<file path="config.mk">
export PLATFORM = sky130hd
export DESIGN_NAME = idle_domain_control
export DESIGN_NICKNAME = d
export VERILOG_FILES = /design/src/common/idle_domain_control_pkg.sv /design/src/design/stop_ack_sync.sv /design/src/design/idle_domain_control.sv
export VERILOG_INCLUDE_DIRS = /design/src /design/src/common
export SDC_FILE = /design/constraint.sdc
export NUM_CORES = 1
export LEC_CHECK = 0
export BUFFER_PORTS_ARGS = -buffer_cell sky130_fd_sc_hd__clkbuf_2
export CORE_ASPECT_RATIO = 1.75
export CORE_MARGIN = 2
export CORE_UTILIZATION = 35
export DETAILED_ROUTE_END_ITERATION = 10
export PLACE_DENSITY = 0.62
export SYNTH_ARGS = -nofsm -noshare
export SYNTH_HDL_FRONTEND = slang
export SYNTH_SLANG_ARGS = --single-unit
</file>
<file path="constraint.sdc">
create_clock -name clk -period 1.7 [get_ports clk]
set_input_delay 0.17 -clock clk [delete_from_list [all_inputs] [get_ports clk]]
set_output_delay 0.17 -clock clk [all_outputs]
set_load 0.1 [all_outputs]
</file>
<file path="src/common/idle_domain_control_defines.svh">
/*
 * Offsets, field positions, reset values and widths of the idle domain
 * control block. Assumes inclusion by bare name from the package and
 * the design files.
 */
`ifndef IDLE_DOMAIN_CONTROL_DEFINES_SVH
`define IDLE_DOMAIN_CONTROL_DEFINES_SVH

// ----------------------------------------------------------------------
// Register indices; the byte address is four times the index.
// ----------------------------------------------------------------------
`define IDLE_STATE_REG_IDX 20'h00002
`define IDLE_SETUP_REG_IDX 20'h00001
`define SLEEP_SELECT_IDX 20'h09400

// ----------------------------------------------------------------------
// Idle setup and idle state bit positions.
// ----------------------------------------------------------------------
`define CORE_BIT 0
`define MASTER_GROUP_BIT 1
`define INSTR_CACHE_BIT 2
`define SLAVE_GROUP_BIT 3
`define CLOCK_GEN_BIT 4
`define EXT_MEMORY_BIT 5
`define IO_SPACE_PORT_BIT 6
`define DMA_PORT_BIT 7
`define FETCH_PORT_BIT 8

// ----------------------------------------------------------------------
// Widths and reset values.
// ----------------------------------------------------------------------
`define DOMAIN_COUNT 9
`define SLEEP_SEL_WIDTH 14
`define IDLE_SETUP_RESET 9'h000
`define SLEEP_SELECT_RESET 14'h0000
`define GATE_RESET 9'h000

// ----------------------------------------------------------------------
// AXI4-Lite responses.
// ----------------------------------------------------------------------
`define RESP_OKAY 2'h0
`define RESP_SLVERR 2'h2
`define RESP_DECERR 2'h3

`endif

</file>
<file path="src/common/idle_domain_control_pkg.sv">
/*
 * Types shared by the idle domain control design files.
 * Assumes the defines header is on the include path.
 */
`include "idle_domain_control_defines.svh"

package idle_domain_control_pkg;

	// Which register an address selects.
	typedef enum logic [1:0] {
		SEL_NONE,
		SEL_SETUP,
		SEL_STATE,
		SEL_SLEEP
	} reg_sel_t;

endpackage

</file>
<file path="src/design/stop_ack_sync.sv">
/*
 * Two-flop synchroniser for a vector of level signals.
 * Assumes each bit is a slow level from another clock domain.
 */
`timescale 1ns/1ps

module stop_ack_sync #(
	parameter int WIDTH = 9
) (
	input wire logic clk,
	input wire logic srst,
	input wire logic [WIDTH-1:0] async_in,
	output logic [WIDTH-1:0] sync_out
);

	typedef struct packed {
		logic [WIDTH-1:0] meta;
		logic [WIDTH-1:0] stable;
	} sync_state_t;

	sync_state_t st_q;
	sync_state_t st_d;

	// The first stage is read only by the second stage.
	always_comb begin
		st_d.meta = async_in;
		st_d.stable = st_q.meta;
	end

	always_ff @(posedge clk) begin
		if (srst) begin
			st_q <= '0;
		end else begin
			st_q <= st_d;
		end
	end

	assign sync_out = st_q.stable;

endmodule

</file>
<file path="src/design/idle_domain_control.sv">
/*
 * Idle domain control: holds the idle setup, module sleep select and
 * idle state registers behind an AXI4-Lite slave, and on each executed
 * IDLE instruction drives the gate requests of the clock domains.
 * Assumes idle_exec and wake come from logic on clk; the stopped
 * acknowledges come from the gated domains and are synchronised here.
 */
// Decided for this implementation: register access over AXI4-Lite.

`timescale 1ns/1ps

`include "idle_domain_control_defines.svh"

module idle_domain_control
	import idle_domain_control_pkg::*;
#(
	parameter int ADDR_WIDTH = 20
) (
	input wire logic clk,
	input wire logic srst,
	input wire logic idle_exec,
	input wire logic wake,
	input wire logic [`DOMAIN_COUNT-1:0] domain_stopped,
	output logic [`DOMAIN_COUNT-1:0] domain_gate,
	output logic [`SLEEP_SEL_WIDTH-1:0] periph_gate,
	input wire logic [ADDR_WIDTH-1:0] s_axi_awaddr,
	input wire logic [2:0] s_axi_awprot,
	input wire logic s_axi_awvalid,
	output logic s_axi_awready,
	input wire logic [31:0] s_axi_wdata,
	input wire logic [3:0] s_axi_wstrb,
	input wire logic s_axi_wvalid,
	output logic s_axi_wready,
	output logic [1:0] s_axi_bresp,
	output logic s_axi_bvalid,
	input wire logic s_axi_bready,
	input wire logic [ADDR_WIDTH-1:0] s_axi_araddr,
	input wire logic [2:0] s_axi_arprot,
	input wire logic s_axi_arvalid,
	output logic s_axi_arready,
	output logic [31:0] s_axi_rdata,
	output logic [1:0] s_axi_rresp,
	output logic s_axi_rvalid,
	input wire logic s_axi_rready
);

	// ------------------------------------------------------------------
	// State
	// ------------------------------------------------------------------
	typedef struct packed {
		logic [`DOMAIN_COUNT-1:0] setup;
		logic [`SLEEP_SEL_WIDTH-1:0] sleep_sel;
		logic [`DOMAIN_COUNT-1:0] gate;
		logic [`SLEEP_SEL_WIDTH-1:0] pgate;
		logic [`DOMAIN_COUNT-1:0] state;
		logic aw_have;
		reg_sel_t aw_sel;
		logic w_have;
		logic [15:0] wdata;
		logic [1:0] wstrb;
		logic awready;
		logic wready;
		logic bvalid;
		logic [1:0] bresp;
		logic arready;
		logic rvalid;
		logic [15:0] rdata;
		logic [1:0] rresp;
	} ctrl_state_t;

	ctrl_state_t st_q;
	ctrl_state_t st_d;
	logic [`DOMAIN_COUNT-1:0] stopped_sync;

	// ------------------------------------------------------------------
	// Address decode
	// ------------------------------------------------------------------
	// Byte address bits 1:0 are ignored; each register is one word.
	function automatic reg_sel_t decode(input logic [ADDR_WIDTH-1:0] a);
		logic [ADDR_WIDTH-1:0] idx;
		idx = a >> 2;
		if (idx == `IDLE_SETUP_REG_IDX) begin
			decode = SEL_SETUP;
		end else if (idx == `IDLE_STATE_REG_IDX) begin
			decode = SEL_STATE;
		end else if (idx == `SLEEP_SELECT_IDX) begin
			decode = SEL_SLEEP;
		end else begin
			decode = SEL_NONE;
		end
	endfunction

	// Merges a 16-bit word under the two low byte strobes.
	function automatic logic [15:0] merge(input logic [15:0] old,
		input logic [15:0] nw, input logic [1:0] be);
		merge = old;
		if (be[0]) begin
			merge[7:0] = nw[7:0];
		end
		if (be[1]) begin
			merge[15:8] = nw[15:8];
		end
	endfunction

	// ------------------------------------------------------------------
	// Stopped acknowledge synchroniser
	// ------------------------------------------------------------------
	// The acknowledges come from domains whose clocks may be stopped,
	// so they are resampled twice before the state register sees them.
	stop_ack_sync #(
		.WIDTH(`DOMAIN_COUNT)
	) u_ack_sync (
		.clk(clk),
		.srst(srst),
		.async_in(domain_stopped),
		.sync_out(stopped_sync)
	);

	// ------------------------------------------------------------------
	// Next state
	// ------------------------------------------------------------------
	always_comb begin
		logic [15:0] merged;
		logic [15:0] state_word;
		reg_sel_t rsel;
		merged = '0;
		state_word = '0;
		rsel = SEL_NONE;
		st_d = st_q;

		// Status follows what the domains report, not what was asked.
		st_d.state = stopped_sync;

		// Wake releases the non-peripheral domains; peripherals keep
		// their gating until the next IDLE decides for them.
		if (wake) begin
			st_d.gate = `GATE_RESET;
		end

		// An IDLE in the same cycle as a wake wins, since the core has
		// just asked to sleep again and must not be left running.
		if (idle_exec) begin
			st_d.gate[`CORE_BIT] = st_q.setup[`CORE_BIT];
			st_d.gate[`MASTER_GROUP_BIT] =
				st_q.setup[`MASTER_GROUP_BIT];
			st_d.gate[`INSTR_CACHE_BIT] =
				st_q.setup[`INSTR_CACHE_BIT];
			st_d.gate[`SLAVE_GROUP_BIT] = st_q.setup[`SLAVE_GROUP_BIT];
			st_d.gate[8:4] = st_q.setup[8:4];
			if (st_q.setup[`SLAVE_GROUP_BIT]) begin
				st_d.pgate = st_q.sleep_sel;
			end else begin
				st_d.pgate = '0;
			end
		end

		// Write address and data may come in either order.
		st_d.awready = 1'b0;
		st_d.wready = 1'b0;
		if (s_axi_awvalid && st_q.awready) begin
			st_d.aw_have = 1'b1;
			st_d.aw_sel = decode(s_axi_awaddr);
		end
		if (s_axi_wvalid && st_q.wready) begin
			st_d.w_have = 1'b1;
			st_d.wdata = s_axi_wdata[15:0];
			st_d.wstrb = s_axi_wstrb[1:0];
		end

		// Configuration writes only store; gating waits for IDLE.
		if (st_q.aw_have && st_q.w_have && !st_q.bvalid) begin
			st_d.aw_have = 1'b0;
			st_d.w_have = 1'b0;
			st_d.bvalid = 1'b1;
			st_d.bresp = `RESP_OKAY;
			case (st_q.aw_sel)
				SEL_SETUP: begin
					merged = merge({7'h00, st_q.setup},
						st_q.wdata, st_q.wstrb);
					st_d.setup = merged[8:0];
				end
				SEL_SLEEP: begin
					merged = merge({2'h0, st_q.sleep_sel},
						st_q.wdata, st_q.wstrb);
					st_d.sleep_sel = merged[13:0];
				end
				SEL_STATE: begin
					st_d.bresp = `RESP_SLVERR;
				end
				default: begin
					st_d.bresp = `RESP_DECERR;
				end
			endcase
		end
		if (st_q.bvalid && s_axi_bready) begin
			st_d.bvalid = 1'b0;
		end
		if (!st_d.aw_have && !st_d.bvalid && !st_q.awready) begin
			st_d.awready = 1'b1;
		end
		if (!st_d.w_have && !st_d.bvalid && !st_q.wready) begin
			st_d.wready = 1'b1;
		end

		// Read path: one read at a time, answered a cycle after taken.
		// Data is captured when the address is taken, so it cannot move
		// while rvalid waits for a slow rready.
		state_word = {7'h00, st_q.state};
		state_word[`FETCH_PORT_BIT] =
			st_q.state[`FETCH_PORT_BIT];
		state_word[`DMA_PORT_BIT] = st_q.state[`DMA_PORT_BIT];
		state_word[`IO_SPACE_PORT_BIT] =
			st_q.state[`IO_SPACE_PORT_BIT];
		state_word[`EXT_MEMORY_BIT] =
			st_q.state[`EXT_MEMORY_BIT];
		state_word[`CLOCK_GEN_BIT] =
			st_q.state[`CLOCK_GEN_BIT];
		state_word[`SLAVE_GROUP_BIT] =
			st_q.state[`SLAVE_GROUP_BIT];
		state_word[`INSTR_CACHE_BIT] =
			st_q.state[`INSTR_CACHE_BIT];
		state_word[`MASTER_GROUP_BIT] =
			st_q.state[`MASTER_GROUP_BIT];
		state_word[`CORE_BIT] = st_q.state[`CORE_BIT];

		st_d.arready = 1'b0;
		if (s_axi_arvalid && st_q.arready) begin
			rsel = decode(s_axi_araddr);
			st_d.rvalid = 1'b1;
			st_d.rresp = `RESP_OKAY;
			case (rsel)
				SEL_SETUP: begin
					st_d.rdata = {7'h00, st_q.setup};
				end
				SEL_STATE: begin
					st_d.rdata = state_word;
				end
				SEL_SLEEP: begin
					st_d.rdata = {2'h0, st_q.sleep_sel};
				end
				default: begin
					st_d.rdata = 16'h0000;
					st_d.rresp = `RESP_DECERR;
				end
			endcase
		end
		if (st_q.rvalid && s_axi_rready) begin
			st_d.rvalid = 1'b0;
		end
		if (!st_d.rvalid && !st_q.arready) begin
			st_d.arready = 1'b1;
		end
	end

	// ------------------------------------------------------------------
	// Registers
	// ------------------------------------------------------------------
	// Reset drops every gate request; setup and select take their reset
	// values by name so that a change of reset value lands only here.
	always_ff @(posedge clk) begin
		if (srst) begin
			st_q <= '0;
			st_q.setup <= `IDLE_SETUP_RESET;
			st_q.sleep_sel <= `SLEEP_SELECT_RESET;
			st_q.gate <= `GATE_RESET;
		end else begin
			st_q <= st_d;
		end
	end

	// ------------------------------------------------------------------
	// Outputs
	// ------------------------------------------------------------------
	assign domain_gate = st_q.gate;
	assign periph_gate = st_q.pgate;
	assign s_axi_awready = st_q.awready;
	assign s_axi_wready = st_q.wready;
	assign s_axi_bvalid = st_q.bvalid;
	assign s_axi_bresp = st_q.bresp;
	assign s_axi_arready = st_q.arready;
	assign s_axi_rvalid = st_q.rvalid;
	assign s_axi_rdata = {16'h0000, st_q.rdata};
	assign s_axi_rresp = st_q.rresp;

endmodule

</file>
==> run_results.csv, run 1 <==
group,metric,value,unit
drt,first_pass_iters,4,
yosys,ys_ff_latch,115,
drt,num_vias,3729,
power_and_ir_drop,leakage,2.52,nW
floorplan,start_util,35.5,%
drt,wl,10800,µm
critical_path,rr_worst_depth,4,
job,cap_violations,0,
sta,worst_slack,234,ps
power_and_ir_drop,power_density,1170,nW/µm²
floorplan,dieHeight,158,µm
floorplan,die_area,14500,µm²
sta,worst_pin_slew,769,ps
sta,hold_viol,0,
global_routing,antenna_found_initial,0,
finish,diodes,0,
sta,maxSlewViolCount,0,
clocking,numCtsBuffers,17,
drt,drc,0,
critical_path,start_kind,"flip-flop",
critical_path,path_class,"flip-flop to flip-flop",
clocking,cts-resized-gates,0,
clocking,clock-sinks,115,
yosys,synth_seq_area_share,48.8,%
critical_path,required,1980,ps
sta,fin_crit_sh,86.3,%
power_and_ir_drop,combPwrFrac,8.6,%
critical_path,r2r_start,"st_q[46]",
critical_path,worstPathMaxFanout,6,
yosys,netlist_instances,515,
place,dpl.hpwl,7970,µm
clocking,cts_tree,"built",
floorplan,pin_count,164,
sta,setup_violations,0,
floorplan,std_cell_rows,56,
global_routing,grt_pass1_vias,3518,
clocking,htreeDepth,4,
power_and_ir_drop,power_frac_seq,40.4,%
yosys,synth_cell_types,34,
power_and_ir_drop,netSwitchingPower,1.63,mW
global_routing,grt_pass1_wl,16900,µm
drt,vias_per_cell,4.71,
yosys,synth_top_area_share,48.8,%
finish,area_growth,24.7,%
sta,tns,0,ps
critical_path,regToRegSetupSlack,230,ps
global_routing,overflow,0,
power_and_ir_drop,swShare,23.6,%
power_and_ir_drop,clkPwrFrac,51.0,%
yosys,post-synth-top-area-cell,"dfxtp_1",
status,status,"finished clean",
drt,ant_nets,0,
critical_path,end_kind,"flip-flop",
clocking,clk_transition_reported_paths,60,ps
power_and_ir_drop,peakVddDrop,0.652,mV
power_and_ir_drop,power,6.91,mW
critical_path,arrival,1740,ps
power_and_ir_drop,p_int,5.28,mW
clocking,root_buffer,"clkbuf_16",
global_routing,grt_max_degree,95,
finish,layout_commonest_cell,"clkbuf_2",
finish,final_nets,705,
yosys,ys_top_cells_by_area,"dfxtp_1 49%, buf_4 9.5%, a21oi_1 5.3%, mux2i_1 5.3%, nor2b_1 3.7%",
sta,fin_skew,6.67,ps
sta,rsz0062_at_grt,"false",
place,io_buffers,115,
finish,final_util,44.2,%
clocking,insertion_delay,400,ps
finish,fillers,1315,
finish,mostFrequentLayoutCells,"114 x clkbuf_2, 111 x dfxtp_1, 50 x a21oi_1",
yosys,synth_warnings,0,
place,routabilityCongestion,0.857,
finish,drive_gt1_share,26.3,%
place,place_ws,91.1,ps
hold_path,min_delay_path_depth,3,
critical_path,reg2reg_to,"st_q[90]",
hold_path,hold_path_class,"input port to flip-flop",
clocking,clockBufferDepth,2,
yosys,avgSynthCellArea,9.17,µm²
sta,max_clock_freq,682,MHz
global_routing,grt_use_total,15.1,%
yosys,synth_area,4720,µm²
floorplan,design.core.area,13300,µm²
sta,fin_crit,1470,ps
floorplan,die_w,91.8,µm
sta,slew_headroom,48.7,%
hold_path,worstHoldEndpoint,"st_q[27]",
drt,wl_per_cell,13.6,µm
drt,drt_iter0_drc,169,
hold_path,min_from,"s_axi_wdata[0]",
-- cells by family after synthesis --
group / Yosys count / synth area share, %
AO/OA/AOI/OAI: 79 / 10.4
multiplexers: 25 / 5.30
flip-flops: 115 / 48.8
other: 1 / 0.0794
AND/OR/NAND/NOR: 194 / 22.5
buffers and inverters: 100 / 12.8
XOR/XNOR: 1 / 0.186
-- worst max path at each step --
stage,startpoint,to,depth (start not counted)
6_report,st_q[46],st_q[90],4
5_1_grt,st_q[46],st_q[90],4
4_1_cts,st_q[46],st_q[90],4
3_5_place_dp,s_axi_araddr[15],s_axi_rdata[6],6
3_3_place_gp,s_axi_araddr[15],s_axi_rdata[6],6
2_1_floorplan,s_axi_bvalid,st_q[96],6
-- final cells by class --
cell class / instances / area [µm²] / area share, %
Sequential cell: 115 / 2310 / 39.2
Multi-Input combinational cell: 317 / 1880 / 31.9
Timing Repair Buffer: 143 / 851 / 14.4
Clock buffer: 21 / 460 / 7.82
Tap cell: 174 / 218 / 3.70
Clock inverter: 10 / 133 / 2.25
Inverter: 11 / 41.3 / 0.701
-- metrics by stage --
stage / cells / hold slack (ps) / instance area (µm²)
floorplan: 532 / 298 / 4790
global placement: 740 / 388 / 5090
detailed placement: 740 / 385 / 5090
CTS: 791 / 0.464 / 5890
global route: 791 / 9.44 / 5890
finish: 791 / 14.2 / 5890
-- what timing repair did --
item                       CTS  global route
hold endpoints to repair    20             0
hold buffers                20             0
setup endpoints to repair    0             0
buffers inserted             0             0
-- flip-flops by register name, indices dropped and copies added, names as in the netlist --
register             cells
u_ack_sync.sync_out      9
s_axi_rdata             14
st_q                    52
periph_gate             14
s_axi_arready            1
s_axi_bvalid             1
s_axi_wready             1
s_axi_bresp              2
s_axi_rvalid             1
u_ack_sync.st_d          9
s_axi_rresp              1
s_axi_awready            1
domain_gate              9
-- power by group through the flow --
stage | Sequential (mW) | Combinational, mW | Clock [mW]
after CTS | 2.79 | 0.599 | 3.59
after global routing | 2.80 | 0.637 | 3.71
after floorplan | 2.90 | 0.399 | 0
after detailed placement | 2.85 | 0.563 | 0
final | 2.79 | 0.597 | 3.52
after global placement | 2.85 | 0.554 | 0
-- worst max-delay path, stage by stage (launching register included) --
cell     delay (ps)
dfxtp_1         390
and4b_1         320
nand3_1         320
mux2i_1         250
nor2_1           60
-- synthesized netlist by cell type --
master	instances
dfxtp_1	115
buf_4	60
a21oi_1	50
nand2_1	43
nor2_1	43
nor2b_1	28
mux2i_1	25
clkbuf_1	24
nand3_1	17
nand2b_1	14
inv_1	11
a22oi_1	10
nor3b_1	10
a22o_1	9
o32ai_1	9
nor3_1	8
nand4_1	7
nor4_1	5
nand3b_1	4
buf_2	3
nor4_4	3
and2_1	2
and4b_1	2
buf_1	2
or3_1	2
and3_1	1
and4_1	1
conb_1	1
nand3_2	1
nand4_2	1
nor4b_2	1
nor4bb_1	1
o22ai_1	1
xor2_1	1
-- layer usage --
layer  GRT usage [%]  wire [µm]  part of all wire (%)
met1            15.6       4150                    38
met2            26.9       5620                    52
met3            4.24        516                   4.8
met4            9.31        496                   4.6
met5               0          0                     0
No activity file was read; power rests on OpenSTA's default activity.
==> run 2, diff against run 1 <==
--- a/config.mk
+++ b/config.mk
@@ -6,6 +6,7 @@
 export SDC_FILE = /design/constraint.sdc
 export NUM_CORES = 1
 export LEC_CHECK = 0
+export ABC_AREA = 1
 export BUFFER_PORTS_ARGS = -buffer_cell sky130_fd_sc_hd__clkbuf_2
 export CORE_ASPECT_RATIO = 1.75
 export CORE_MARGIN = 2
==> run 2 against run 1 <==
Compared with the run above: setup slack improved by 20 ps; total power is 0.74% lower; sequential power increased by 1%; largest power group unchanged; highest routed layer unchanged.
==> run_results.csv, run 2 <==
group,metric,value,unit
place,place_ws,274,ps
finish,regMostFlops,"st_q",
clocking,clockBufferDepth,2,
yosys,ys_top_cells_by_area,"dfxtp_1 47%, buf_4 9.0%, nor2_1 8.9%, inv_1 6.9%, nand2_1 4.8%",
critical_path,end_kind,"flip-flop",
finish,drive_gt1_share,24.0,%
clocking,cts_tree,"built",
yosys,post-synth-top-area-cell,"dfxtp_1",
critical_path,path_buf_inv,2,
finish,mostFrequentLayoutCells,"117 x nor2_1, 115 x clkbuf_2, 112 x dfxtp_1",
floorplan,std_cell_rows,57,
clocking,root_buffer,"clkbuf_16",
global_routing,grt_pass1_wl,18300,µm
floorplan,pin_count,164,
critical_path,required,1990,ps
sta,tns,0,ps
critical_path,cp_common_cell,"inv_1",
critical_path,path_cells,"inv_1 -> nor2_1 -> nand2_1 -> nor3_1 -> inv_1 -> o21ai_0 -> a21oi_1",
job,cap_violations,0,
drt,num_vias,4201,
sta,max_clock_freq,691,MHz
place,dpl.hpwl,8410,µm
critical_path,critPathMaxStageDelay,320,ps
clocking,cts_setup_buffers,0,
sta,setup_violations,0,
hold_path,hold_path_class,"input port to flip-flop",
drt,wl,11400,µm
critical_path,critPathTopFamily,"simple AND/OR/NAND/NOR gates",
global_routing,overflow,0,
power_and_ir_drop,leakage,2.54,nW
yosys,synth_area,4950,µm²
sta,worst_slack,253,ps
drt,first_pass_iters,4,
status,status,"finished clean",
drt,drt_iter0_drc,145,
finish,final-seq-area,2310,µm²
drt,drc,0,
floorplan,die_w,93.9,µm
sta,hold_viol,0,
yosys,synth-main-ff-cell,"dfxtp_1",
critical_path,worst_path_max_delay_cell,"dfxtp_1",
sta,slew_headroom,59.9,%
finish,layout_commonest_cell,"nor2_1",
critical_path,worstPathMaxFanout,16,
yosys,async_flop_share,0,%
yosys,synth_cell_types,26,
clocking,numCtsBuffers,17,
power_and_ir_drop,power_density,1140,nW/µm²
global_routing,grt_pass1_vias,3963,
critical_path,path_class,"flip-flop to flip-flop",
place,routabilityCongestion,0.795,
yosys,ys_ff_latch,115,
yosys,synth-edff-count,0,
power_and_ir_drop,power,6.86,mW
floorplan,die_area,15100,µm²
yosys,synth_warnings,0,
yosys,avgSynthCellArea,7.55,µm²
finish,area_growth,21.8,%
critical_path,arrival,1730,ps
finish,final_util,43.5,%
sta,maxSlewViolCount,0,
floorplan,start_util,35.7,%
yosys,synth_top_area_share,46.5,%
place,io_buffers,115,
floorplan,dieHeight,161,µm
finish,fillers,1525,
drt,vias_per_cell,4.50,
sta,fin_crit,1450,ps
clocking,clock-sinks,115,
global_routing,grt_use_total,15.7,%
floorplan,design.core.area,13800,µm²
drt,wl_per_cell,12.3,µm
yosys,synth_common_cells,"117 x nor2_1, 115 x dfxtp_1, 91 x inv_1, 63 x nand2_1, 59 x buf_4",
finish,final_nets,842,
sta,fin_skew,8.62,ps
yosys,synth_seq_area_share,46.5,%
drt,ant_nets,0,
clocking,insertion_delay,410,ps
sta,rsz0062_at_grt,"false",
sta,worst_pin_slew,600,ps
finish,multiInputGateArea,1790,µm²
clocking,clk_transition_reported_paths,60,ps
sta,fin_crit_sh,85.1,%
power_and_ir_drop,peakVddDrop,0.515,mV
yosys,netlist_instances,655,
critical_path,start_kind,"flip-flop",
yosys,yosysMostFrequentCell,"nor2_1",
global_routing,antenna_found_initial,1,
global_routing,grt_max_degree,73,
clocking,htreeDepth,4,
finish,largest_reg_flops,52,
## run 2: cell count changes after synthesis, sizes merged, moves of 8 or more
cell,change
mux2i,-25
o22ai,+13
o21ai,+44
nor2b,-28
inv,+84
nand2,+22
o32ai,-9
nor2,+83
nor4,-8
a22o,-9
nand3,+10
nand4,+22
nand2b,-14
a22oi,-10
## run 2: kinds of logic after synthesis
group | Yosys count | share of synthesized area (%)
buffers and inverters | 180 | 18.6
other | 1 | 0.0758
AO/OA/AOI/OAI | 104 | 11.6
AND/OR/NAND/NOR | 255 | 23.2
flip-flops | 115 | 46.5
## run 2: area by class of cell
type                            instances  area share (%)
Antenna cell                            1          0.0416
Clock buffer                           21            7.65
Clock inverter                         11            1.75
Inverter                               95            5.92
Multi-Input combinational cell        377            29.7
Sequential cell                       115            38.3
Tap cell                              177            3.68
Timing Repair Buffer                  136            13.0
## run 2: tightest hold or removal path, cell delays in order
cell	delay, ps
clkbuf_2	80
o21ai_1	60
nor2_1	70
## run 2: repair_timing
item | in CTS | in global routing
hold buffers | 14 | 0
endpoints found under the hold margin | 14 | 0
gates resized for setup | 0 | 0
## run 2: final timing paths
path	from	endpoint	slack (ps)	depth (start not counted)
worst max-delay path	st_q[46]	st_q[80]	250	7
worst min-delay path	s_axi_wstrb[1]	st_q[26]	9	3
worst max register to register	st_q[46]	st_q[80]	250	7
worst min register to register	u_ack_sync.st_d[2]	u_ack_sync.sync_out[2]	400	2
## run 2: per-layer routing
metal  vias up  track usage [%]  share of wire, %
li1       2186                -                 -
met4         0             9.62               4.4
met5         -                0                 0
met3        27             4.66               6.3
met1      1865             15.4                36
met2       123             28.0                53
## run 2: stage by stage
step	hold slack, ps	cells	area (µm²)
floorplan	277	672	5010
global placement	374	886	5310
detailed placement	372	886	5310
CTS	2.67	932	6020
global route	5.60	933	6020
finish	8.55	933	6020
## run 2: where the power goes
group          switching [mW]  internal, mW
clock network            1.24          2.09
registers              0.0450          2.78
logic                   0.535         0.177
==> run 3, diff against run 2 <==
==> constraint.sdc (replaced) <==
create_clock -name clk -period 1.7 [get_ports clk]
set_input_delay 0.17 -clock clk [delete_from_list [all_inputs] [get_ports clk]]
set_output_delay 0.17 -clock clk [all_outputs]
set_load 0.05 [all_outputs]
==> run 3 against run 2 <==
Compared with the run above: cell count down 0.64%; total power down 2.1%; setup slack better by 13 ps; routed wire length up 0.13%; critical endpoint is now st_q[87]; largest cell class unchanged.
==> run_results.csv, run 3 (synthesis results as in run 2) <==
group,metric,value,unit
critical_path,reg2reg_to,"st_q[87]",
sta,tns,0,ps
sta,fin_skew,4.82,ps
sta,fin_crit,1430,ps
clocking,cts-resized-gates,0,
critical_path,end_kind,"flip-flop",
sta,rsz0062_at_grt,"false",
finish,mostFrequentLayoutCells,"117 x nor2_1, 115 x dfxtp_1, 115 x clkbuf_2",
critical_path,start_kind,"flip-flop",
floorplan,dieHeight,161,µm
clocking,root_buffer,"clkbuf_16",
place,dp.cells,885,
place,routabilityCongestion,0.786,
global_routing,grt_pass1_wl,18000,µm
drt,drt_iter0_drc,137,
critical_path,arrival,1710,ps
sta,slew_headroom,47.7,%
sta,setup_violations,0,
critical_path,path_class,"flip-flop to flip-flop",
sta,fin_crit_sh,84.4,%
drt,first_pass_iters,4,
clocking,clock-sinks,115,
finish,area_growth,20.9,%
floorplan,die_area,15100,µm²
drt,wl,11400,µm
floorplan,start_util,35.7,%
clocking,clk_transition_reported_paths,50,ps
status,status,"finished clean",
finish,finalNonFillerCells,927,
power_and_ir_drop,power_density,1120,nW/µm²
drt,vias_per_cell,4.48,
global_routing,grt_use_total,15.7,%
floorplan,design.core.area,13800,µm²
finish,drive_gt1_share,23.1,%
critical_path,worstPathMaxFanout,12,
place,io_buffers,115,
place,dpl.hpwl,8440,µm
job,cap_violations,0,
finish,largest_reg_flops,52,
critical_path,rr_worst_depth,9,
clocking,htreeDepth,4,
critical_path,required,1980,ps
clocking,insertion_delay,400,ps
drt,drc,0,
global_routing,grt_max_degree,73,
sta,max_clock_freq,697,MHz
drt,num_vias,4152,
clocking,clockBufferDepth,2,
floorplan,die_w,93.9,µm
clocking,cts_tree,"built",
floorplan,pin_count,164,
hold_path,min_from,"s_axi_wstrb[1]",
global_routing,overflow,0,
power_and_ir_drop,leakage,2.54,nW
drt,wl_per_cell,12.4,µm
hold_path,worstHoldEndpoint,"st_q[26]",
critical_path,r2r_start,"st_q[46]",
sta,worst_pin_slew,785,ps
global_routing,grt_pass1_vias,3813,
sta,hold_viol,0,
power_and_ir_drop,power,6.72,mW
global_routing,antenna_found_initial,0,
power_and_ir_drop,peakVddDrop,0.592,mV
hold_path,min_delay_path_depth,3,
critical_path,regToRegSetupSlack,270,ps
finish,diodes,0,
drt,ant_nets,0,
floorplan,std_cell_rows,57,
finish,final_nets,840,
finish,layout_commonest_cell,"nor2_1",
sta,maxSlewViolCount,0,
finish,regMostFlops,"st_q",
clocking,numCtsBuffers,17,
hold_path,hold_path_class,"input port to flip-flop",
==> run 3: cell type report <==
cell class	instances	area [µm²]
flip-flops and latches	115	2300
fillers	1480	7860
multi-input cells	377	1790
well taps	177	221
clock buffers	23	478
clock inverters	6	80.1
inverters	95	357
repair buffers	134	751
==> run 3: critical path: stages, from the launching register on <==
cell and delay, ps:
dfxtp_1 320, inv_1 40, nor2_1 80, nand2_1 140
inv_2 140, nand2_1 60, nor2_1 80, inv_1 170
o21ai_0 220, a21oi_1 60
==> run 3: power breakdown <==
group | internal, mW | total [mW] | leakage (nW) | switching, mW
clock | 2.23 | 3.34 | 0.279 | 1.11
combinational | 0.170 | 0.552 | 1.33 | 0.382
sequential | 2.78 | 2.83 | 0.934 | 0.0442
==> run 3: metal layers <==
metal | vias to the layer above | global-route usage, % | wire length (µm)
met3 | 27 | 4.34 | 669
li1 | 2181 | - | -
met4 | 0 | 8.30 | 399
met5 | - | 0 | 0
met1 | 1815 | 15.5 | 4200
met2 | 129 | 28.9 | 6180
==> run 3: how the worst max path moves through the flow <==
| stage | startpoint | end | slack, ps | depth (start not counted) |
|---|---|---|---|---|
| floorplan | s_axi_wready | st_q[30] | 190 | 5 |
| global placement | st_q[46] | st_q[87] | 270 | 9 |
| detailed placement | st_q[46] | st_q[87] | 270 | 9 |
| CTS | st_q[46] | st_q[87] | 260 | 9 |
| global route | st_q[46] | st_q[87] | 120 | 9 |
| finish | st_q[46] | st_q[87] | 270 | 9 |
==> run 3: per-stage QoR <==
step	area (µm²)	worst slack [ps]	utilization (%)	hold slack [ps]
finish	5980	266	43.2	13.2
global route	5980	115	43.2	0.825
CTS	5980	257	43.2	0.829
detailed placement	5290	274	38.2	373
global placement	5290	266	38.2	371
floorplan	5010	194	-	277
==> run 3: timing repair <==
action,CTS,global route
hold buffers,13,0
hold endpoints to repair,13,0
buffers inserted,0,0
